===== config.mk =====
export PLATFORM = sky130hd
export DESIGN_NAME = irq_priority_config_bank
export DESIGN_NICKNAME = d
export VERILOG_FILES = /design/src/rtl/irq_prio_pkg.sv /design/src/rtl/irq_prio_arbiter.sv /design/src/rtl/irq_priority_config_bank.sv
export SDC_FILE = /design/constraint.sdc
export NUM_CORES = 1
export LEC_CHECK = 0
export CAP_MARGIN = 20
export CORE_ASPECT_RATIO = 0.9
export CORE_MARGIN = 10
export CORE_UTILIZATION = 60
export DETAILED_ROUTE_END_ITERATION = 16
export DONT_BUFFER_PORTS = 1
export PLACE_DENSITY = 0.75
export SLEW_MARGIN = 20
export SYNTH_ARGS = -nofsm -noshare
export SYNTH_HDL_FRONTEND = slang
export SYNTH_HIERARCHICAL = 1
export SYNTH_SLANG_ARGS = --single-unit

===== constraint.sdc =====
create_clock -name clk -period 9.5 [get_ports clk]
set_clock_uncertainty 0.1 [all_clocks]
set_input_delay 0.95 -clock clk [delete_from_list [all_inputs] [get_ports clk]]
set_output_delay 0.95 -clock clk [all_outputs]
set_load 0.02 [all_outputs]

===== src/rtl/irq_prio_pkg.sv =====
package irq_prio_pkg;

    // ****************************************
    // Register map
    // ****************************************
    localparam logic [7:0] DMA_PRIO_ADDR = 8'h00;
    localparam logic [7:0] RSVD_PRIO_ADDR = 8'h04;
    localparam logic [7:0] USB_FLASH_PRIO_ADDR = 8'h08;
    localparam logic [31:0] DMA_PRIO_RESET = 32'h0000_0000;
    localparam logic [31:0] USB_FLASH_PRIO_RESET = 32'h0000_0000;

    // ****************************************
    // Field positions
    // ****************************************
    localparam int SUB_LSB = 0;
    localparam int PRIO_LSB = 2;
    localparam int BYTE_W = 8;
    localparam int DMA_CH_COUNT = 4;
    localparam int SRC_COUNT = 6;
    localparam logic [31:0] DMA_PRIO_WMASK = 32'h1f1f_1f1f;
    localparam logic [31:0] USB_FLASH_WMASK = 32'h0000_1f1f;
    localparam logic [2:0] PRIO_OFF = 3'h0;
    localparam logic [2:0] PRIO_MAX = 3'h7;
    localparam logic [1:0] SUB_MAX = 2'h3;

    // ****************************************
    // Vector numbers, arbitration order
    // ****************************************
    localparam logic [5:0] VEC_DMA0 = 6'h24;
    localparam logic [5:0] VEC_FLASH = 6'h2c;
    localparam logic [5:0] VEC_USB = 6'h2d;

    typedef struct packed {
        logic [2:0] prio;
        logic [1:0] sub;
    } src_cfg_type;

    typedef struct packed {
        logic valid;
        logic [5:0] vector;
        logic [2:0] level;
        logic [1:0] sub;
    } irq_pick_type;

endpackage


===== src/rtl/irq_prio_arbiter.sv =====
module irq_prio_arbiter
    import irq_prio_pkg::*;
(
    input wire logic [SRC_COUNT-1:0] pending,
    input wire src_cfg_type [SRC_COUNT-1:0] cfg,
    output irq_pick_type pick
);

    // ****************************************
    // Source index to vector number
    // ****************************************
    function automatic logic [5:0] vecOf(input int idx);
        if (idx < DMA_CH_COUNT) begin
            vecOf = VEC_DMA0 + 6'(idx);
        end else if (idx == DMA_CH_COUNT) begin
            vecOf = VEC_USB;
        end else begin
            vecOf = VEC_FLASH;
        end
    endfunction

    // Natural order: lower vector wins a full tie
    function automatic int rankOf(input int idx);
        rankOf = (idx == DMA_CH_COUNT) ? SRC_COUNT : idx;
    endfunction

    always_comb begin
        irq_pick_type best;
        int bestRank;
        best = '0;
        bestRank = SRC_COUNT + 1;
        for (int i = 0; i < SRC_COUNT; i++) begin
            if (pending[i] && cfg[i].prio != PRIO_OFF) begin
                if (!best.valid || cfg[i].prio > best.level ||
                    (cfg[i].prio == best.level && cfg[i].sub > best.sub) ||
                    (cfg[i].prio == best.level && cfg[i].sub == best.sub && rankOf(i) < bestRank)) begin
                    best.valid = 1'b1;
                    best.vector = vecOf(i);
                    best.level = cfg[i].prio;
                    best.sub = cfg[i].sub;
                    bestRank = rankOf(i);
                end
            end
        end
        pick = best;
    end

endmodule


===== src/rtl/irq_priority_config_bank.sv =====
// Chosen here: the placing of the registers and strobed register access.
module irq_priority_config_bank
    import irq_prio_pkg::*;
(
    input wire logic clk,
    input wire logic rst,
    input wire logic [7:0] regAddr,
    input wire logic [31:0] regWdata,
    input wire logic regWrite,
    input wire logic regRead,
    output logic [31:0] regRdata,
    input wire logic [DMA_CH_COUNT-1:0] dmaIrqPending,
    input wire logic usbIrqPending,
    input wire logic flashIrqPending,
    output logic reqValid,
    output logic [5:0] reqVector,
    output logic [2:0] reqLevel
);

    logic [31:0] dmaPrio_q;
    logic [31:0] usbFlashPrio_q;
    src_cfg_type [SRC_COUNT-1:0] cfg;
    irq_pick_type pick;

    // ****************************************
    // Field extraction
    // ****************************************
    function automatic src_cfg_type fieldAt(input logic [31:0] r, input int lane);
        logic [7:0] b;
        b = r[lane*BYTE_W +: BYTE_W];
        fieldAt.prio = b[PRIO_LSB +: 3];
        fieldAt.sub = b[SUB_LSB +: 2];
    endfunction

    // ****************************************
    // Register writes
    // ****************************************
    // Reset clears fields
    always_ff @(posedge clk or posedge rst) begin
        if (rst) begin
            dmaPrio_q <= DMA_PRIO_RESET;
        end else if (regWrite && regAddr == DMA_PRIO_ADDR) begin
            dmaPrio_q <= regWdata & DMA_PRIO_WMASK;
        end
    end

    always_ff @(posedge clk or posedge rst) begin
        if (rst) begin
            usbFlashPrio_q <= USB_FLASH_PRIO_RESET;
        end else if (regWrite && regAddr == USB_FLASH_PRIO_ADDR) begin
            usbFlashPrio_q <= regWdata & USB_FLASH_WMASK;
        end
    end

    // ****************************************
    // Register reads
    // ****************************************
    always_ff @(posedge clk or posedge rst) begin
        if (rst) begin
            regRdata <= 32'h0000_0000;
        end else if (regRead) begin
            if (regAddr == DMA_PRIO_ADDR) begin
                regRdata <= dmaPrio_q;
            end else if (regAddr == USB_FLASH_PRIO_ADDR) begin
                regRdata <= usbFlashPrio_q;
            end else begin
                regRdata <= 32'h0000_0000;
            end
        end else begin
            regRdata <= 32'h0000_0000;
        end
    end

    // ****************************************
    // Source configuration
    // ****************************************
    // Lane per channel
    always_comb begin
        for (int c = 0; c < DMA_CH_COUNT; c++) begin
            cfg[c] = fieldAt(dmaPrio_q, c);
        end
        cfg[DMA_CH_COUNT] = fieldAt(usbFlashPrio_q, 1);
        cfg[DMA_CH_COUNT+1] = fieldAt(usbFlashPrio_q, 0);
    end

    irq_prio_arbiter arbiter (
        .pending({flashIrqPending, usbIrqPending, dmaIrqPending}),
        .cfg(cfg),
        .pick(pick)
    );

    // ****************************************
    // Request to core
    // ****************************************
    // Registered winner
    always_ff @(posedge clk or posedge rst) begin
        if (rst) begin
            reqValid <= 1'b0;
            reqVector <= 6'h00;
            reqLevel <= 3'h0;
        end else begin
            reqValid <= pick.valid;
            reqVector <= pick.valid ? pick.vector : 6'h00;
            reqLevel <= pick.valid ? pick.level : 3'h0;
        end
    end

    // ****************************************
    // Checks
    // ****************************************
    property p_reset_clear;
        @(posedge clk) $fell(rst) |-> dmaPrio_q == 32'h0 && usbFlashPrio_q == 32'h0;
    endproperty
    a_reset_clear: assert property (p_reset_clear) else $error("fields not cleared");

    property p_ch2_field;
        @(posedge clk) disable iff (rst)
            regWrite && regAddr == DMA_PRIO_ADDR |=> cfg[2].prio == $past(regWdata[20:18]);
    endproperty
    a_ch2_field: assert property (p_ch2_field) else $error("ch2 priority misplaced");

    property p_ch1_field;
        @(posedge clk) disable iff (rst)
            regWrite && regAddr == DMA_PRIO_ADDR |=>
            cfg[1].prio == $past(regWdata[12:10]) && cfg[1].sub == $past(regWdata[9:8]);
    endproperty
    a_ch1_field: assert property (p_ch1_field) else $error("ch1 fields misplaced");

    property p_ch0_field;
        @(posedge clk) disable iff (rst)
            regWrite && regAddr == DMA_PRIO_ADDR |=>
            cfg[0].prio == $past(regWdata[4:2]) && cfg[0].sub == $past(regWdata[1:0]);
    endproperty
    a_ch0_field: assert property (p_ch0_field) else $error("ch0 fields misplaced");

    property p_usb_field;
        @(posedge clk) disable iff (rst)
            regWrite && regAddr == USB_FLASH_PRIO_ADDR |=> cfg[4].prio == $past(regWdata[12:10]);
    endproperty
    a_usb_field: assert property (p_usb_field) else $error("usb priority misplaced");

    property p_rsvd_read;
        @(posedge clk) disable iff (rst) regRead && regAddr == RSVD_PRIO_ADDR |=> regRdata == 32'h0;
    endproperty
    a_rsvd_read: assert property (p_rsvd_read) else $error("reserved register not zero");

    property p_disabled;
        @(posedge clk) disable iff (rst)
            dmaIrqPending[0] && cfg[0].prio == PRIO_OFF |=> !(reqValid && reqVector == VEC_DMA0);
    endproperty
    a_disabled: assert property (p_disabled) else $error("disabled source won");

    property p_level_max;
        @(posedge clk) disable iff (rst)
            usbIrqPending && cfg[4].prio == PRIO_MAX |=> reqValid && reqLevel == PRIO_MAX;
    endproperty
    a_level_max: assert property (p_level_max) else $error("top level lost");

    property p_sub_tie;
        @(posedge clk) disable iff (rst)
            dmaIrqPending[1:0] == 2'b11 && cfg[0] == cfg[1] && cfg[0].prio != PRIO_OFF &&
            usbIrqPending == 1'b0 && flashIrqPending == 1'b0 && dmaIrqPending[3:2] == 2'b00
            |=> reqVector == VEC_DMA0;
    endproperty
    a_sub_tie: assert property (p_sub_tie) else $error("tie order wrong");

    property p_ch3_field;
        @(posedge clk) disable iff (rst)
            regWrite && regAddr == DMA_PRIO_ADDR |=>
            cfg[3].prio == $past(regWdata[28:26]) && cfg[3].sub == $past(regWdata[25:24]);
    endproperty
    a_ch3_field: assert property (p_ch3_field) else $error("ch3 fields misplaced");

    property p_flash_field;
        @(posedge clk) disable iff (rst)
            regWrite && regAddr == USB_FLASH_PRIO_ADDR |=>
            cfg[5].prio == $past(regWdata[4:2]) && cfg[5].sub == $past(regWdata[1:0]);
    endproperty
    a_flash_field: assert property (p_flash_field) else $error("flash fields misplaced");

    property p_rdata_idle;
        @(posedge clk) disable iff (rst) !regRead |=> regRdata == 32'h0;
    endproperty
    a_rdata_idle: assert property (p_rdata_idle) else $error("read data outside read slot");

    property p_dma_rsvd_bits;
        @(posedge clk) disable iff (rst)
            regRead && regAddr == DMA_PRIO_ADDR |=> (regRdata & ~DMA_PRIO_WMASK) == 32'h0;
    endproperty
    a_dma_rsvd_bits: assert property (p_dma_rsvd_bits) else $error("channel reserved bits set");

    property p_usb_rsvd_bits;
        @(posedge clk) disable iff (rst)
            regRead && regAddr == USB_FLASH_PRIO_ADDR |=> (regRdata & ~USB_FLASH_WMASK) == 32'h0;
    endproperty
    a_usb_rsvd_bits: assert property (p_usb_rsvd_bits) else $error("usb reserved bits set");

    property p_sub_wins;
        @(posedge clk) disable iff (rst)
            dmaIrqPending == 4'h3 && !usbIrqPending && !flashIrqPending && cfg[0].prio != PRIO_OFF &&
            cfg[1].prio == cfg[0].prio && cfg[1].sub > cfg[0].sub
            |=> reqVector == VEC_DMA0 + 6'h01;
    endproperty
    a_sub_wins: assert property (p_sub_wins) else $error("higher subpriority lost");

    property p_idle_req;
        @(posedge clk) disable iff (rst)
            dmaIrqPending == 4'h0 && !usbIrqPending && !flashIrqPending |=>
            !reqValid && reqVector == 6'h00 && reqLevel == PRIO_OFF;
    endproperty
    a_idle_req: assert property (p_idle_req) else $error("request without pending source");

    c_top: cover property (@(posedge clk) disable iff (rst) reqValid && reqLevel == PRIO_MAX);
    c_usb: cover property (@(posedge clk) disable iff (rst) reqValid && reqVector == VEC_USB);
    c_flash: cover property (@(posedge clk) disable iff (rst) reqValid && reqVector == VEC_FLASH);
    c_sub: cover property (@(posedge clk) disable iff (rst) cfg[3].sub == SUB_MAX && reqValid);

endmodule


==> PnR_summary.wiki <==
{| class="wikitable"
! Metric !! Value
|-
| Result of the run || finished clean
|-
| Starting density of the core || 63.1%
|-
| Share of final-layout standard cells stronger than drive strength 1 || 21.1%
|-
| Total global routing overflow || 0
|-
| Critical Path AT || 8.95 ns
|-
| Required arrival time at the worst endpoint || 9.63 ns
|-
| Clock latency of the later-clocked register in the worst-skew pair || 0.34 ns
|-
| Leakage power total || 1.94 nW
|-
| Filler cell count in the final layout || 434
|-
| Count of pins on the block boundary || 92
|-
| Die area || 0.00966 mm^2
|-
| Startpoint Class || input port
|-
| Antenna violations before repair || 0
|-
| Final-report setup violation count || 0
|-
| Vert. Die Dim || 94.2 um
|-
| Estimated wirelength of the detail-placed design || 5900 um
|-
| Global-route wire length before repair || 12400 um
|-
| Area of the placeable core || 0.00582 mm^2
|-
| Minimum clock period after layout || 8.82 ns
|-
| Critical path's slowest cell || sky130_fd_sc_hd__o21bai_2
|-
| Number of inserted diodes || 0
|-
| Quantity of I/O buffers inserted on ports || 0
|-
| Total number of vias || 2402
|-
| DR pass1 iterations || 4
|-
| Crit Path Category || input port to flip-flop
|-
| Width of the die || 102 um
|-
| Via count normalized by instance count || 5.92
|-
| Worst vdd rail ir drop || 0.0923 mV
|-
| Reg power frac || 41.7%
|-
| Fraction of power consumed by combinational cells || 20.5%
|-
| Clk pin slew, worst setup/hold paths || 0.07 ns
|-
| Min-Delay Path Class || input port to async pin
|-
| Post-DR wirelength/cell || 18.6 um
|-
| Post-CTS Setup Inserts || 0
|-
| Relative area change from synthesis to final layout || 6.06%
|-
| Clk pwr share || 37.8%
|-
| Largest net degree at the start of global routing || 35
|-
| Switching pwr || 0.202 mW
|-
| Most common cell after layout, fill and taps aside || sky130_fd_sc_hd__dfrtp_1
|-
| Max_slew headroom || 46.2%
|-
| Average cell area after synthesis || 11.2 um^2
|-
| Post-layout utilization of the core || 66.9%
|-
| Total CTS buffers || 9
|-
| Cell-internal power || 0.494 mW
|-
| Final WL || 7550 um
|-
| Largest stage delay on the critical path || 0.42 ns
|-
| Vias in the first global route || 2507
|-
| Final std cell area, no fill || 0.00390 mm^2
|-
| Post-route ant nets || 0
|-
| Yosys synthesis warning count || 6
|-
| Most common cell on crit path || sky130_fd_sc_hd__ha_1
|-
| Transition time at the pin with the least slew margin || 0.807 ns
|-
| Total clock sinks || 60
|-
| Number of max-slew violations in the final report || 0
|-
| Max-cap violations || 0
|-
| DRC viols || 0
|-
| RSZ-0062 raised after global routing || no
|-
| Summed instance area of the synthesized netlist || 0.00367 mm^2
|-
| Final Total Pwr || 0.696 mW
|-
| TritonCTS clock tree || yes
|-
| Fraction of the cycle the final worst path needs || 92.8%
|-
| Placement Setup Slack || 0.346 ns
|-
| Switch share || 29.1%
|-
| CP endpoint kind || flip-flop
|-
| Clock Tree Root || sky130_fd_sc_hd__clkbuf_8
|-
| Level count of the clock H-tree || 3
|-
| Total power per unit cell area || 179 mW/mm^2
|-
| Crit Path Max Fanout || 12
|-
| Total track usage || 16.4%
|-
| Crit path setup slack, layout || 0.682 ns
|-
| Row count || 26
|-
| Synth Instances || 329
|-
| Initial detailed-routing violation count || 143
|-
| Final weighted congestion in routability-driven placement || 0.914
|-
| Final Hold Violating Endpoints || 0
|-
| Setup Total Neg Slack || 0 ns
|-
| Standard cell area after detailed placement || 0.00365 mm^2
|-
| Final net count || 406
|-
| Top library cells by usage in the layout, fill and taps aside || sky130_fd_sc_hd__dfrtp_1, sky130_fd_sc_hd__ha_1, sky130_fd_sc_hd__nor2_1
|-
| Clock Path Buffers || 2
|-
| Fmax || 113 MHz
|}
==> registers in the layout, indices dropped and copies added (netlist names) <==
register	flops
dmaPrio_q	20
regRdata	20
usbFlashPrio_q	10
reqVector	6
reqLevel	3
reqValid	1
==> power groups by stage <==
| stage | clock network (mW) | registers, mW | logic, mW |
|---|---|---|---|
| finish | 0.263 | 0.290 | 0.143 |
| global route | 0.281 | 0.292 | 0.161 |
| CTS | 0.268 | 0.291 | 0.140 |
| detailed placement | 0 | 0.295 | 0.139 |
| global placement | 0 | 0.295 | 0.133 |
| floorplan | 0 | 0.291 | 0.125 |
==> repair_timing <==
action	in CTS	in global routing
gates resized for setup	0	1
setup endpoints to repair	0	1
hold buffers	0	0
==> layout make-up <==
class	count	area (um^2)	area share, %
clock buffers	11	151	3.88
clock inverters	5	83.8	2.15
inverters	22	82.6	2.12
multi-input cells	236	1980	50.7
flip-flops and latches	60	1500	38.5
well taps	70	87.6	2.25
repair buffers	2	15.0	0.385
==> routing by layer <==
metal  up-vias  wire (um)  track usage, %
li1       1145          -               -
met1      1150       3320            20.4
met2        89       3410            25.2
met3        18        646            5.74
met4         0        167            6.92
met5         -          0               0
==> metrics by stage <==
stage	std cells	hold slack (ns)
after detailed placement	390	0.428
after global routing	406	0.458
after global placement	390	0.426
after CTS	406	0.438
after floorplan	340	0.399
final	406	0.432
==> path summary, 6_finish.rpt <==
check	start	to	slack [ns]	cells past startpoint
worst max register to register	dmaPrio_q[2]	reqLevel[0]	0.70	36
min in group clk	dmaPrio_q[1]	dmaPrio_q[1]	0.45	1
worst max-delay path	dmaIrqPending[0]	reqLevel[0]	0.68	36
max in group asynchronous	rst	dmaPrio_q[1]	8.05	2
worst min-delay path	rst	regRdata[28]	0.43	1
worst min register to register	dmaPrio_q[1]	dmaPrio_q[1]	0.45	1
==> critical path: cells and delay by family <==
family	cells	cell delay, ns
AOI/OAI and AO/OA	17	4.12
and+or+nand+nor	11	1.83
adders and majority gates	5	1.34
muxes	2	0.64
buffers and inverters	1	0.09
Note: power is estimated with default switching activity, not from simulation.
